--- config.mk ---
export PLATFORM = sky130hd
export DESIGN_NAME = internal_clock_unit
export DESIGN_NICKNAME = d
export VERILOG_FILES = /design/src/inc/clock_unit_pkg.sv /design/src/inc/clk_sel_if.sv /design/src/design/internal_clock_unit.sv /design/src/design/mode_sync.sv /design/src/design/clk_divider.sv
export SDC_FILE = /design/constraint.sdc
export NUM_CORES = 1
export LEC_CHECK = 0
export BUFFER_PORTS_ARGS = -buffer_cell sky130_fd_sc_hd__buf_2
export CAP_MARGIN = 20
export CELL_PAD_IN_SITES_DETAIL_PLACEMENT = 0
export CELL_PAD_IN_SITES_GLOBAL_PLACEMENT = 1
export CORE_MARGIN = 2
export CORE_UTILIZATION = 35
export DETAILED_ROUTE_END_ITERATION = 10
export GPL_TIMING_DRIVEN = 0
export PLACE_DENSITY_LB_ADDON = 0.1
export REMOVE_ABC_BUFFERS = 1
export SKIP_LAST_GASP = 1
export SYNTH_ARGS = -nofsm -noshare
export SYNTH_HDL_FRONTEND = slang
export SYNTH_SLANG_ARGS = --single-unit
--- constraint.sdc ---
create_clock -name clock_i -period 1.9 [get_ports clock_i]
set_input_delay 0.19 -clock clock_i [delete_from_list [all_inputs] [get_ports clock_i]]
set_output_delay 0.19 -clock clock_i [all_outputs]
set_load 0.02 [all_outputs]
--- src/inc/clock_unit_pkg.sv ---
package clock_unit_pkg;
    // register word offsets (byte addresses)
    localparam logic [3:0] OFF_TRIM    = 4'h0;
    localparam logic [3:0] OFF_STATUS  = 4'h4;
    localparam logic [3:0] OFF_CTRL1   = 4'h8;
    localparam logic [3:0] OFF_CTRL2   = 4'hC;
    // reset values
    localparam logic [7:0] TRIM_RST    = 8'h80;
    localparam logic [7:0] CTRL1_RST   = 8'h04;
    localparam logic [7:0] CTRL2_RST   = 8'h00;
    // status register fields
    localparam int         ST_REFST    = 4;
    localparam int         ST_MODE_LO  = 2;
    localparam int         ST_OSC_INIT_STATUS  = 1;
    localparam int         ST_FINE_PERIOD_TRIM    = 0;
    // control 1 fields: mode request [7:6], ref div [5:3], ref sel [2]
    localparam int         C1_MODE_LO  = 6;
    localparam int         C1_RDIV_LO  = 3;
    localparam int         C1_REFSEL   = 2;
    // control 2 fields: out div [7:6], range, hgo, type, clk en, stop en
    localparam int         C2_ODIV_LO  = 6;
    localparam int         C2_RANGE    = 5;
    localparam int         C2_HGO      = 4;
    localparam int         C2_TYPE     = 3;
    localparam int         C2_ERCLK    = 2;
    localparam int         C2_STOPEN   = 1;
    // osc start count and maximum reference frequency
    localparam logic [7:0] OSC_START   = 8'hFF;
    localparam logic [31:0] MAX_REF_HZ = 32'd5000000;
    typedef enum logic [1:0] {
        MODE_FLL  = 2'b00,
        MODE_BINT = 2'b01,
        MODE_BEXT = 2'b10,
        MODE_RSVD = 2'b11
    } mode_t;
endpackage

--- src/inc/clk_sel_if.sv ---
`timescale 1ns/1ps
interface clk_sel_if;
    logic [1:0] mode_req;
    logic       ref_sel;
    logic [1:0] mode_stat;
    logic       ref_stat;
    modport ctrl (output mode_req, output ref_sel,
                  input mode_stat, input ref_stat);
    modport sync (input mode_req, input ref_sel,
                  output mode_stat, output ref_stat);
endinterface

--- src/design/internal_clock_unit.sv ---
// How it works
// - nine bit internal reference trim value
// - coarse trim binary weighted, larger is longer
// - fine trim bit held in status register
// - three bit reference divider select
// - output divider one, two, four, eight
// - debug clock is oscillator divided by two
// - reset enters FLL engaged internal mode
// - internal or external reference as system clock
// - reference up to 5 MHz drives FLL
// - status bit four reports reference source
// - source status changes only after synchronisation
// - mode status bits 3-2 after synchronisation
// - external oscillator control outputs provided
//
// The address map and the Avalon-MM slave port were left to the implementer.
`timescale 1ns/1ps
module internal_clock_unit (
    input  wire logic        clock_i,          // 10 MHz system clock
    input  wire logic        rst_n_i,          // async reset, low
    input  wire logic [3:0]  address,          // avalon byte address
    input  wire logic        read,             // avalon read
    input  wire logic        write,            // avalon write
    input  wire logic [31:0] writedata,        // avalon write data
    input  wire logic [3:0]  byteenable,       // avalon byte enables
    output logic      [31:0] readdata,         // avalon read data
    output logic             waitrequest,      // avalon stall
    input  wire logic        dco_i,            // oscillator output pin
    input  wire logic        ext_ref_i,        // external reference pin
    input  wire logic        int_ref_i,        // internal reference pin
    input  wire logic        osc_ready_i,      // oscillator ready pin
    output logic [8:0]       ref_trim_o,       // nine bit period trim
    output logic [2:0]       ref_div_sel_o,    // reference divider
    output logic             fll_ref_o,        // divided FLL reference
    output logic             fll_engaged_o,    // FLL drives system
    output logic             sys_clk_o,        // selected, divided
    output logic             background_debug_clock_o, // dco / 2
    output logic             high_gain_osc_select_o,   // osc gain
    output logic             range_select_o,   // osc frequency range
    output logic             ext_ref_type_select_o,    // crystal/clock
    output logic             ext_ref_clock_enable_o,   // ext ref on
    output logic             ext_ref_stop_enable_o     // run in stop
);
    import clock_unit_pkg::*;

    //--------------------------------------------------------------
    // state
    //--------------------------------------------------------------
    typedef struct packed {
        logic [7:0]  trim;
        logic        fine;
        logic [7:0]  ctrl1;
        logic [7:0]  ctrl2;
        logic [31:0] rdata;
        logic        ack;
        logic [1:0]  dco_s;
        logic [1:0]  ext_s;
        logic [1:0]  int_s;
        logic [1:0]  osc_s;
        logic        dco_prev;
        logic        bdc;
        logic        ref_prev;
        logic        fllref;
        logic        src_prev;
        logic        sysclk;
        logic [2:0]  odiv_cnt;
        logic        osc_init;
        logic [8:0]  trim_o;
        logic [2:0]  rdiv_o;
        logic        fll_o;
        logic [5:0]  osc_o;
    } state_t;
    state_t q, d;

    clk_sel_if sel ();
    logic      ref_tick;
    logic      src_clk;
    logic      ref_clk;
    logic      odiv_tick;

    // decode a word offset against the bus address
    function automatic logic hit(input logic [3:0] a, input logic [3:0] o);
        hit = (a == o);
    endfunction

    //--------------------------------------------------------------
    // submodules
    //--------------------------------------------------------------
    // reported source and mode trail the request by two edges
    mode_sync u_sync (
        .clock_i (clock_i),
        .rst_n_i (rst_n_i),
        .sel     (sel)
    );

    // reference divider, ticks once every 2**sel system clock cycles
    clk_divider u_rdiv (
        .clock_i (clock_i),
        .rst_n_i (rst_n_i),
        .sel_i   (q.ctrl1[C1_RDIV_LO +: 3]),
        .tick_o  (ref_tick)
    );

    assign sel.mode_req = q.ctrl1[C1_MODE_LO +: 2];
    assign sel.ref_sel  = q.ctrl1[C1_REFSEL];

    // reference for the FLL: internal or external, per ref select
    assign ref_clk = sel.ref_stat ? q.int_s[1] : q.ext_s[1];

    // system source: FLL output or one reference directly
    always_comb begin
        unique case (mode_t'(sel.mode_stat))
            MODE_BINT: src_clk = q.int_s[1];
            MODE_BEXT: src_clk = q.ext_s[1];
            default:   src_clk = q.dco_s[1];
        endcase
    end

    // output divider: toggle sysclk every 2**odiv source transitions
    assign odiv_tick = (q.odiv_cnt ==
        3'((4'h1 << q.ctrl2[C2_ODIV_LO +: 2]) - 4'h1));

    //--------------------------------------------------------------
    // next state
    //--------------------------------------------------------------
    always_comb begin
        d = q;
        // pin synchronisers
        d.dco_s = {q.dco_s[0], dco_i};
        d.ext_s = {q.ext_s[0], ext_ref_i};
        d.int_s = {q.int_s[0], int_ref_i};
        d.osc_s = {q.osc_s[0], osc_ready_i};
        d.osc_init = q.osc_s[1] & q.ctrl2[C2_ERCLK];

        // debug clock toggles on each dco rising edge
        d.dco_prev = q.dco_s[1];
        if (q.dco_s[1] && !q.dco_prev) begin
            d.bdc = ~q.bdc;
        end

        // divided FLL reference
        d.ref_prev = ref_clk;
        if (ref_tick) begin
            d.fllref = ref_clk;
        end

        // output divider on every source transition; ratio 1 passes through
        d.src_prev = src_clk;
        if (q.ctrl2[C2_ODIV_LO +: 2] == 2'h0) begin
            d.sysclk   = src_clk;
            d.odiv_cnt = 3'h0;
        end else if (src_clk != q.src_prev) begin
            if (odiv_tick) begin
                d.sysclk   = ~q.sysclk;
                d.odiv_cnt = 3'h0;
            end else begin
                d.odiv_cnt = q.odiv_cnt + 3'h1;
            end
        end

        // bus slave: one wait cycle, then acknowledge
        // a write lands only on the edge where the stall is seen low
        d.ack = (read | write) & ~q.ack;
        if (write && q.ack && byteenable[0]) begin
            if (hit(address, OFF_TRIM)) begin
                d.trim = writedata[7:0];
            end
            if (hit(address, OFF_STATUS)) begin
                d.fine = writedata[ST_FINE_PERIOD_TRIM];
            end
            if (hit(address, OFF_CTRL1)) begin
                d.ctrl1 = writedata[7:0];
            end
            if (hit(address, OFF_CTRL2)) begin
                d.ctrl2 = writedata[7:0];
            end
        end
        d.rdata = 32'h0000_0000;
        if (read && !q.ack) begin
            if (hit(address, OFF_TRIM)) begin
                d.rdata[7:0] = q.trim;
            end
            if (hit(address, OFF_STATUS)) begin
                d.rdata[ST_REFST] = sel.ref_stat;
                d.rdata[ST_MODE_LO +: 2] = sel.mode_stat;
                d.rdata[ST_OSC_INIT_STATUS] = q.osc_init;
                d.rdata[ST_FINE_PERIOD_TRIM] = q.fine;
            end
            if (hit(address, OFF_CTRL1)) begin
                d.rdata[7:0] = q.ctrl1;
            end
            if (hit(address, OFF_CTRL2)) begin
                d.rdata[7:0] = q.ctrl2;
            end
        end

        // registered outputs
        d.trim_o = {q.trim, q.fine};
        d.rdiv_o = q.ctrl1[C1_RDIV_LO +: 3];
        d.fll_o  = (mode_t'(sel.mode_stat) == MODE_FLL);
        d.osc_o  = {q.ctrl2[C2_HGO], q.ctrl2[C2_RANGE],
                    q.ctrl2[C2_TYPE], q.ctrl2[C2_ERCLK],
                    q.ctrl2[C2_STOPEN], 1'b0};
    end

    //--------------------------------------------------------------
    // registers
    //--------------------------------------------------------------
    // reset lands in FLL engaged internal: mode 0, internal ref
    always_ff @(posedge clock_i or negedge rst_n_i) begin
        if (!rst_n_i) begin
            q       <= '0;
            q.trim  <= TRIM_RST;
            q.ctrl1 <= CTRL1_RST;
            q.ctrl2 <= CTRL2_RST;
            q.trim_o <= {TRIM_RST, 1'b0};
            q.fll_o <= 1'b1;
        end else begin
            q <= d;
        end
    end

    //--------------------------------------------------------------
    // outputs
    //--------------------------------------------------------------
    assign readdata                 = q.rdata;
    assign waitrequest              = ~q.ack;
    assign ref_trim_o               = q.trim_o;
    assign ref_div_sel_o            = q.rdiv_o;
    assign fll_ref_o                = q.fllref;
    assign fll_engaged_o            = q.fll_o;
    assign sys_clk_o                = q.sysclk;
    assign background_debug_clock_o = q.bdc;
    assign high_gain_osc_select_o   = q.osc_o[5];
    assign range_select_o           = q.osc_o[4];
    assign ext_ref_type_select_o    = q.osc_o[3];
    assign ext_ref_clock_enable_o   = q.osc_o[2];
    assign ext_ref_stop_enable_o    = q.osc_o[1];
endmodule

--- src/design/mode_sync.sv ---
`timescale 1ns/1ps
module mode_sync (
    input  wire logic clock_i,  // system clock
    input  wire logic rst_n_i,  // async reset, low
    clk_sel_if.sync   sel       // request in, status out
);
    import clock_unit_pkg::*;
    typedef struct packed {
        logic [1:0] m1;
        logic [1:0] m2;
        logic       r1;
        logic       r2;
    } sync_t;
    sync_t q, d;
    // two stages between request and reported status
    always_comb begin
        d    = q;
        d.m1 = sel.mode_req;
        d.m2 = q.m1;
        d.r1 = sel.ref_sel;
        d.r2 = q.r1;
    end
    always_ff @(posedge clock_i or negedge rst_n_i) begin
        if (!rst_n_i) begin
            q <= '{m1: 2'h0, m2: 2'h0, r1: 1'b1, r2: 1'b1};
        end else begin
            q <= d;
        end
    end
    assign sel.mode_stat = q.m2;
    assign sel.ref_stat  = q.r2;
endmodule

--- src/design/clk_divider.sv ---
`timescale 1ns/1ps
module clk_divider (
    input  wire logic       clock_i,  // system clock
    input  wire logic       rst_n_i,  // async reset, low
    input  wire logic [2:0] sel_i,    // divide by 2**sel
    output logic            tick_o    // one pulse per divided period
);
    typedef struct packed {
        logic [7:0] cnt;
        logic       tick;
    } div_t;
    div_t q, d;
    logic [7:0] lim;
    // count to 2**sel - 1 then pulse
    always_comb begin
        lim    = 8'((9'h001 << sel_i) - 9'h001);
        d      = q;
        d.tick = (q.cnt >= lim);
        d.cnt  = d.tick ? 8'h00 : q.cnt + 8'h01;
    end
    always_ff @(posedge clock_i or negedge rst_n_i) begin
        if (!rst_n_i) begin
            q <= '0;
        end else begin
            q <= d;
        end
    end
    assign tick_o = q.tick;
endmodule

==> metrics, run 1 <==
Port-buffer cells 50; maximum vdd ir drop 0.443 mV; post-synthesis sequential area ratio a little under three fifths; detailed router's first-iteration violation count 62; number of pins exceeding their max-slew limit in the final report 0; ratio of total power to cell area roughly 1100 nW/um^2; most frequent cells in the layout sky130_fd_sc_hd__dfrtp_1 (75), sky130_fd_sc_hd__buf_2 (49), sky130_fd_sc_hd__mux2_2 (27); clock tree from TritonCTS yes; IO Pins between 100 and 150; most frequently used flop master after synthesis sky130_fd_sc_hd__dfrtp_1; DP Wirelength between 4 and 5 mm; cells along the critical path or3_1 -> ha_1 -> nand2b_4 -> a21o_1 -> a211oi_4 -> o21ai_2 -> nor2_1; failing checks negative setup slack; Antenna Nets Post-Route 0; register cell area after layout roughly 2100 um^2; total number of nets in the final design between 300 and 400; Detailed Routing Iterations Pass 1 4; CTS root buffer sky130_fd_sc_hd__clkbuf_8; run status finished with violations; highest clock rate a little over 500 MHz; setup violation total in the final timing report 9; footprint of the multi-input gates approximately 1300 um^2; Via Count between 2000 and 2500; row cnt 37; Core Footprint ~10000 um^2; depth of the CTS H-tree 3; combined area of all synthesized cells 3670 um^2; number of distinct library cell variants in the gate-level netlist after synthesis 41; antenna violations before repair 0; leading cell type in the layout, fill and taps excluded sky130_fd_sc_hd__dfrtp_1; post-detailed-routing wire length roughly 7 mm; Worst R2R Path Depth 7; filler cell count in the final layout approximately 1000; startpoint of the worst setup timing path d[8]$_DFFE_PN0P_; ratio of cells with drive above 1 in the final layout roughly 39%; count of maximum capacitance violations 0; number of placed instances, taps included roughly 440; worst path setup slack after routing -0.0784 ns; post-route minimum period slightly below 2 ns; leakage power figure a little over 0.002 uW; Final Core Density approximately 41%; final hold viol count 0; maximum number of pins on one net before global-route repair 55; critical path data required time approximately 2.2 ns; per-instance average area after synthesis 13.1 um^2; Gate Count Post-Synth around 280; Critical R2R Launch d[8]$_DFFE_PN0P_; maximum clock skew at final layout 0.0121 ns; worst reg2reg setup slack -0.08 ns; Yosys reg bits 84; final estimated routing congestion in global placement between 0.7 and 0.8; Layout Cells excl Fill 473; total design power 4680 uW; total overflow reported by the global router 0; global-route usage over all layers between 10% and 20%; clock buffer depth 2; Layout Area Growth over Synthesis 15.5%; worst hold path type input port to flip-flop; number of global-route vias before repair approximately 2100; initial core utilization 35.9%; CP Capture Point u_rdiv.q[8]$_DFF_PN0_; Die W roughly 110 um; Worst Max-Slew Pin Slew about 0.53 ns; Slew HR around two thirds; Antenna diodes 0; standard cell with the maximum stage delay on the critical path sky130_fd_sc_hd__dfrtp_2; number of flops mapped to enable cells by yosys 0; Die H ~110 um; clock insertion delay at the later pin of the skew report 0.35 ns; post-synth top area cell sky130_fd_sc_hd__dfrtp_1; fraction of post-synthesis cell area in the top cell type by area a little over half; Final Instance Area roughly 4200 um^2; unrepaired setup endpoints after global routing yes; critical path start-end classification flip-flop to flip-flop; critical path startpoint category flip-flop; wire length per cell after detailed routing between 10 and 15 um; Die ar. roughly 11000 um^2; Worst EP arrival between 2 and 2.5 ns; clock transition time at the flip-flop clock pins of the worst setup and hold paths roughly 0.09 ns; instance area at placement approximately 3900 um^2; CTS buffer count 9; most area-consuming cells after synthesis sky130_fd_sc_hd__dfrtp_1 (53%), sky130_fd_sc_hd__buf_4 (9.4%), sky130_fd_sc_hd__mux2_2 (8.3%); clock sinks 84; critical path peak fanout 4; DRC 0; post-detailed-route via-to-cell ratio 4.45; Max stage delay on crit path 0.41 ns; Tcrit/Tclk final 104%; global-route wire length before repair between 10 and 15 mm; asr flop ratio synth 100%; endpoint type of the worst setup path flip-flop; Synth warnings 0; capturing point of the worst reg2reg path u_rdiv.q[8]$_DFF_PN0_
worst max-delay path, delay by kind of cell, from the launching register on:
kind                       cells  cell delay [ns]
and+or+nand+nor                3             0.63
AOI/OAI and AO/OA              3             0.60
DFF                            1             0.41
adders and majority gates      1             0.28
cell families after synthesis:
kind of cell	Yosys count	share of synthesized area [%]
and+or+nand+nor	59	8.80
muxes	35	12.5
adders and majority gates	13	4.43
other	2	0.205
AOI/OAI and AO/OA	24	4.50
DFF	84	57.5
xor gates and xnor gates	7	1.67
buffers and inverters	55	10.4
synth_stat cells (2+ instances only):
cell type,count
sky130_fd_sc_hd__a31oi_1,2
sky130_fd_sc_hd__dfstp_2,6
sky130_fd_sc_hd__xor2_1,5
sky130_fd_sc_hd__xnor2_1,2
sky130_fd_sc_hd__nor2b_1,6
sky130_fd_sc_hd__buf_4,46
sky130_fd_sc_hd__o21ai_0,6
sky130_fd_sc_hd__nand2b_1,3
sky130_fd_sc_hd__ha_1,13
sky130_fd_sc_hd__mux4_2,5
sky130_fd_sc_hd__a21o_1,2
sky130_fd_sc_hd__nor4b_1,2
sky130_fd_sc_hd__inv_1,8
sky130_fd_sc_hd__nor2_1,21
sky130_fd_sc_hd__nand3_1,9
sky130_fd_sc_hd__a22oi_1,4
sky130_fd_sc_hd__mux2i_1,2
sky130_fd_sc_hd__conb_1,2
sky130_fd_sc_hd__and3_1,3
sky130_fd_sc_hd__nor3b_1,2
sky130_fd_sc_hd__a21oi_1,3
sky130_fd_sc_hd__mux2_2,27
sky130_fd_sc_hd__nand2_1,5
sky130_fd_sc_hd__dfrtp_1,78
final cells by class:
class	count	share of cell area, %
clock buffers	10	3.25
flip-flops and latches	84	49.9
inverters	8	0.709
repair buffers	65	9.39
well taps	136	4.02
multi-input cells	164	31.0
clock inverters	6	1.71
timing repair:
item | CTS | global route
endpoints found under the setup margin | 9 | 11
cloned | 1 | 0
hold buffers | 5 | 0
gates resized for setup | 6 | 5
pin swaps | 8 | 1
endpoints found under the hold margin | 34 | 0
setup buffers | 5 | 4
how the worst min path moves through the flow:
| stage | depth (start not counted) | to | start |
|---|---|---|---|
| global route | 2 | d[12]$_DFFE_PN0P_ | writedata[1] |
| detailed placement | 1 | ref_div_sel_o[1]$_DFF_PN0_ | rst_n_i |
| CTS | 3 | q[37]$_DFF_PN0_ | read |
| floorplan | 0 | background_debug_clock_o$_DFFE_PN0P_ | rst_n_i |
| finish | 3 | q[37]$_DFF_PN0_ | read |
| global placement | 1 | d[30]$_DFF_PN0_ | osc_ready_i |
sequential cells by signal, summed over array words and instances (netlist names), 2 cells and up:
signal / flops
d: 22
q: 18
readdata: 8
ref_div_sel_o: 3
ref_trim_o: 9
u_rdiv.q: 8
u_sync.d: 3
u_sync.sel.mode_stat: 2
report_power, final:
part,internal (uW),switching (uW),leakage [uW]
combinational,498,598,0.000894
clock,655,662,0.000103
sequential,2060,205,0.00108
total,3210,1460,0.00208
layer usage:
metal / track usage, % / vias up / routed length [um]
met5: 0 / - / 0
li1: - / 995 / -
met4: 5.36 / 0 / 104
met2: 20.8 / 52 / 3320
met3: 3.74 / 9 / 297
met1: 17.9 / 1049 / 3110
stage by stage:
step	hold WS (ns)	TNS (ns)	setup slack (ns)
floorplan	-0.106	-0.473	-0.0573
detailed placement	0.160	-3.10	-0.367
finish	0.0737	-0.450	-0.0784
global route	0.0678	-1.39	-0.176
global placement	0.298	-11.31	-0.352
CTS	0.0543	-0.568	-0.0840
No activity file was read; power rests on OpenSTA's default activity.
==> run 2: changes to the inputs <==
--- a/config.mk
+++ b/config.mk
@@ -18,4 +18,5 @@
 export SKIP_LAST_GASP = 1
 export SYNTH_ARGS = -nofsm -noshare
 export SYNTH_HDL_FRONTEND = slang
+export SYNTH_HIERARCHICAL = 1
 export SYNTH_SLANG_ARGS = --single-unit
==> run 2 against run 1 <==
Compared with the run above: the run now ends clean; cell count is 3.6% higher; final area is 3.7% higher; clock power is 8% lower; fmax is 4.4% higher; critical endpoint is now u_rdiv/tick_o$_DFF_PN0_; register-to-register slack better by 0.08 ns; first-iteration DRC count is 4.8% higher; clock-buffer cell count stayed put; combinational power is 12% higher; non-clock buffer count is 5 higher; critical path type unchanged; die area is 3.2% higher.
==> metrics, run 2 <==
run status finished clean; total number of nets in the final design 410 (+4.3%); standard cell with the maximum stage delay on the critical path sky130_fd_sc_hd__dfrtp_2; Worst Max-Slew Pin Slew 0.534 ns (+0.00624 ns); flip-flop count of the largest register after layout 22 (unchanged); depth of the CTS H-tree 3 (unchanged); maximum vdd ir drop 0.454 mV (+2.5%); post-synthesis sequential area ratio 55.7% (-1.8 points); Port-buffer cells 50 (unchanged); endpoint type of the worst setup path flip-flop; maximum clock skew at final layout 0.0122 ns (+0.000180 ns); critical path data required time 2.20 ns (+0.02 ns); DP Wirelength 4.88 mm (+9.6%); Logic pwr share 26.3% (+2.9 points); number of distinct library cell variants in the gate-level netlist after synthesis 47 (+15%); Yosys reg bits 84 (unchanged); post-synth top area cell sky130_fd_sc_hd__dfrtp_1; buffers plus inverters on the worst setup path 0 (unchanged); final hold slack 0.0569 ns (-0.0169 ns); most area-consuming cells after synthesis sky130_fd_sc_hd__dfrtp_1 (52%), sky130_fd_sc_hd__buf_4 (8.7%), sky130_fd_sc_hd__mux2_2 (5.1%); per-instance average area after synthesis 13.0 um^2 (-1.3%); total design power 4700 uW (+0.47%); ratio of cells with drive above 1 in the final layout 39.3% (+0.69 points); count of maximum capacitance violations 0 (unchanged); Final Core Density 42.2% (+0.78 points); Antenna Nets Post-Route 0 (unchanged); Core Footprint 10400 um^2 (+1.8%); fraction of post-synthesis cell area in the top cell type by area 51.5% (-1.7 points); critical path peak fanout 5 (+1); row cnt 37 (unchanged); Detailed Routing Iterations Pass 1 4 (unchanged); number of pins exceeding their max-slew limit in the final report 0 (unchanged); Final TNS setup 0 ns (+0.450 ns); setup violation total in the final timing report 0 (-9); worst-case setup slack after placement -0.282 ns (+0.0854 ns); post-detailed-routing wire length 7.36 mm (+7.7%); final estimated routing congestion in global placement 0.734 (+3.4%); most instantiated library cell after synthesis sky130_fd_sc_hd__dfrtp_1; highest clock rate 528 MHz (+4.4%); detailed router's first-iteration violation count 65 (+4.8%); share of total power in the clock network 25.7% (-2.4 points); leading cell type in the layout, fill and taps excluded sky130_fd_sc_hd__dfrtp_1; maximum number of pins on one net before global-route repair 48 (-13%); most frequently used flop master after synthesis sky130_fd_sc_hd__dfrtp_1; gate family responsible for the most delay along the worst path simple AND/OR/NAND/NOR gates; clock insertion delay at the later pin of the skew report 0.36 ns (about the same); IO Pins 102 (unchanged); most frequent cells in the layout sky130_fd_sc_hd__dfrtp_1 (74), sky130_fd_sc_hd__buf_2 (49), sky130_fd_sc_hd__conb_1 (25); CTS buffer count 9 (unchanged); clock transition time at the flip-flop clock pins of the worst setup and hold paths 0.09 ns (about the same); cells along the critical path or3_1 -> ha_1 -> and3_4 -> o21ai_4 -> a31oi_4 -> nand2b_4; Tcrit/Tclk final 99.7% (-4.4 points); number of global-route vias before repair 2218 (+5.2%); global-route usage over all layers 13.7% (+0.19 points); Synth warnings 6 (+6); leakage power figure 0.00214 uW (+3.0%); unrepaired setup endpoints after global routing yes; most numerous cell types in the synthesized netlist sky130_fd_sc_hd__dfrtp_1 (78), sky130_fd_sc_hd__buf_4 (44), sky130_fd_sc_hd__nor2_1 (21); DRC 0 (unchanged); combined area of all synthesized cells 3790 um^2 (+3.3%); Antenna diodes 0 (unchanged); clock sinks 84 (unchanged); worst path setup slack after routing 0.00555 ns (+0.0839 ns); Layout Area Growth over Synthesis 15.9%; Int Pwr 3160 uW (-1.5%); Worst EP arrival 2.19 ns (-0.07 ns); critical path start-end classification flip-flop to flip-flop; fraction of power spent switching nets 32.7% (+1.3 points); antenna violations before repair 0 (unchanged); final hold viol count 0 (unchanged); post-detailed-route via-to-cell ratio 4.52 (+1.5%); critical path startpoint category flip-flop; Die ar. 11700 um^2 (+3.2%); wire length per cell after detailed routing 15.0 um (+4.0%); Slew HR 64.3% (-0.34 points); Max stage delay on crit path 0.44 ns (+0.03 ns); worst hold path type input port to flip-flop; clock buffer depth 2 (unchanged); asr flop ratio synth 100% (unchanged); total overflow reported by the global router 0 (unchanged); number of flops mapped to enable cells by yosys 0 (unchanged); Via Count 2214 (+5.2%); post-route minimum period 1.89 ns (-0.0839 ns); Die H 108 um (+1.6%); Die W 108 um (+1.6%); ratio of total power to cell area 1070 nW/um^2 (-3.1%); sequential power share 48.0% (-0.4 points); global-route wire length before repair 11.9 mm (+4.3%); Gate Count Post-Synth 292 (+4.7%); CTS root buffer sky130_fd_sc_hd__clkbuf_8; initial core utilization 36.4% (+0.53 points); clock tree from TritonCTS yes; NetSw 1530 uW (+4.8%)
==> run 2: cell families (layout without fill, tap and decap cells) <==
family	count (synthesis)	in the layout	synth area share, %
adders and majority gates	13	13	4.29
DFF	84	84	55.7
xor gates and xnor gates	7	7	1.62
other	2	25	0.198
muxes	33	33	12.3
AOI/OAI and AO/OA	20	21	4.13
buffers and inverters	58	96	10.7
and+or+nand+nor	75	75	11.1
==> run 2: final cells by class <==
type	instances	area [um^2]
clock buffers	10	138
inverters	10	42.5
repair buffers	70	448
well taps	136	170
clock inverters	6	47.5
multi-input cells	174	1430
fillers	1014	6020
flip-flops and latches	84	2110
==> run 2: final timing paths <==
kind | from | endpoint | slack [ns] | depth (start not counted)
worst max register to register | d[8]$_DFFE_PN0P_ | u_rdiv/tick_o$_DFF_PN0_ | 0.006 | 6
worst max-delay path | d[8]$_DFFE_PN0P_ | u_rdiv/tick_o$_DFF_PN0_ | 0.006 | 6
worst min-delay path | write | q[37]$_DFF_PN0_ | 0.06 | 3
worst min register to register | u_sync/d[3]$_DFF_PN0_ | u_sync/sel.mode_stat[1]$_DFF_PN0_ | 0.35 | 0
max in group asynchronous | rst_n_i | u_sync/sel.ref_stat$_DFF_PN1_ | 0.89 | 3
min in group asynchronous | rst_n_i | u_rdiv/q[7]$_DFF_PN0_ | 0.34 | 2
==> run 2: per-stage QoR <==
step / instance area, um^2 / instances
detailed placement: 3960 / 454
CTS: 4330 / 487
floorplan: 3510 / 267
finish: 4390 / 490
global route: 4390 / 490
global placement: 3930 / 453
==> run 2: power groups by stage <==
stage	sequential [uW]	clock, uW	combinational, uW
after floorplan	2360	0	581
after CTS	2260	1270	1130
final	2260	1210	1230
after detailed placement	2310	0	957
after global routing	2300	1330	1380
after global placement	2300	0	941
==> run 2: worst min-delay path, cell delays in order <==
cell and delay [ns]:
sky130_fd_sc_hd__buf_2 0.09, sky130_fd_sc_hd__nor2_1 0.03, sky130_fd_sc_hd__nor2_1 0.07
==> run 2: per-layer routing <==
metal	part of all wire, %	wire length, um	vias up	GRT usage, %
li1	-	-	1048	-
met1	48	3530	1099	19.0
met2	46	3420	60	20.5
met3	4.3	319	7	3.74
met4	1.2	87	0	4.85
met5	0	0	-	0
==> run 2: timing repair <==
action / CTS / global route
setup buffers: 11 / 3
cloned: 1 / 0
endpoints found under the hold margin: 38 / 0
setup endpoints to repair: 19 / 13
hold buffers: 5 / 0
gates resized for setup: 8 / 7
pin swaps: 6 / 6
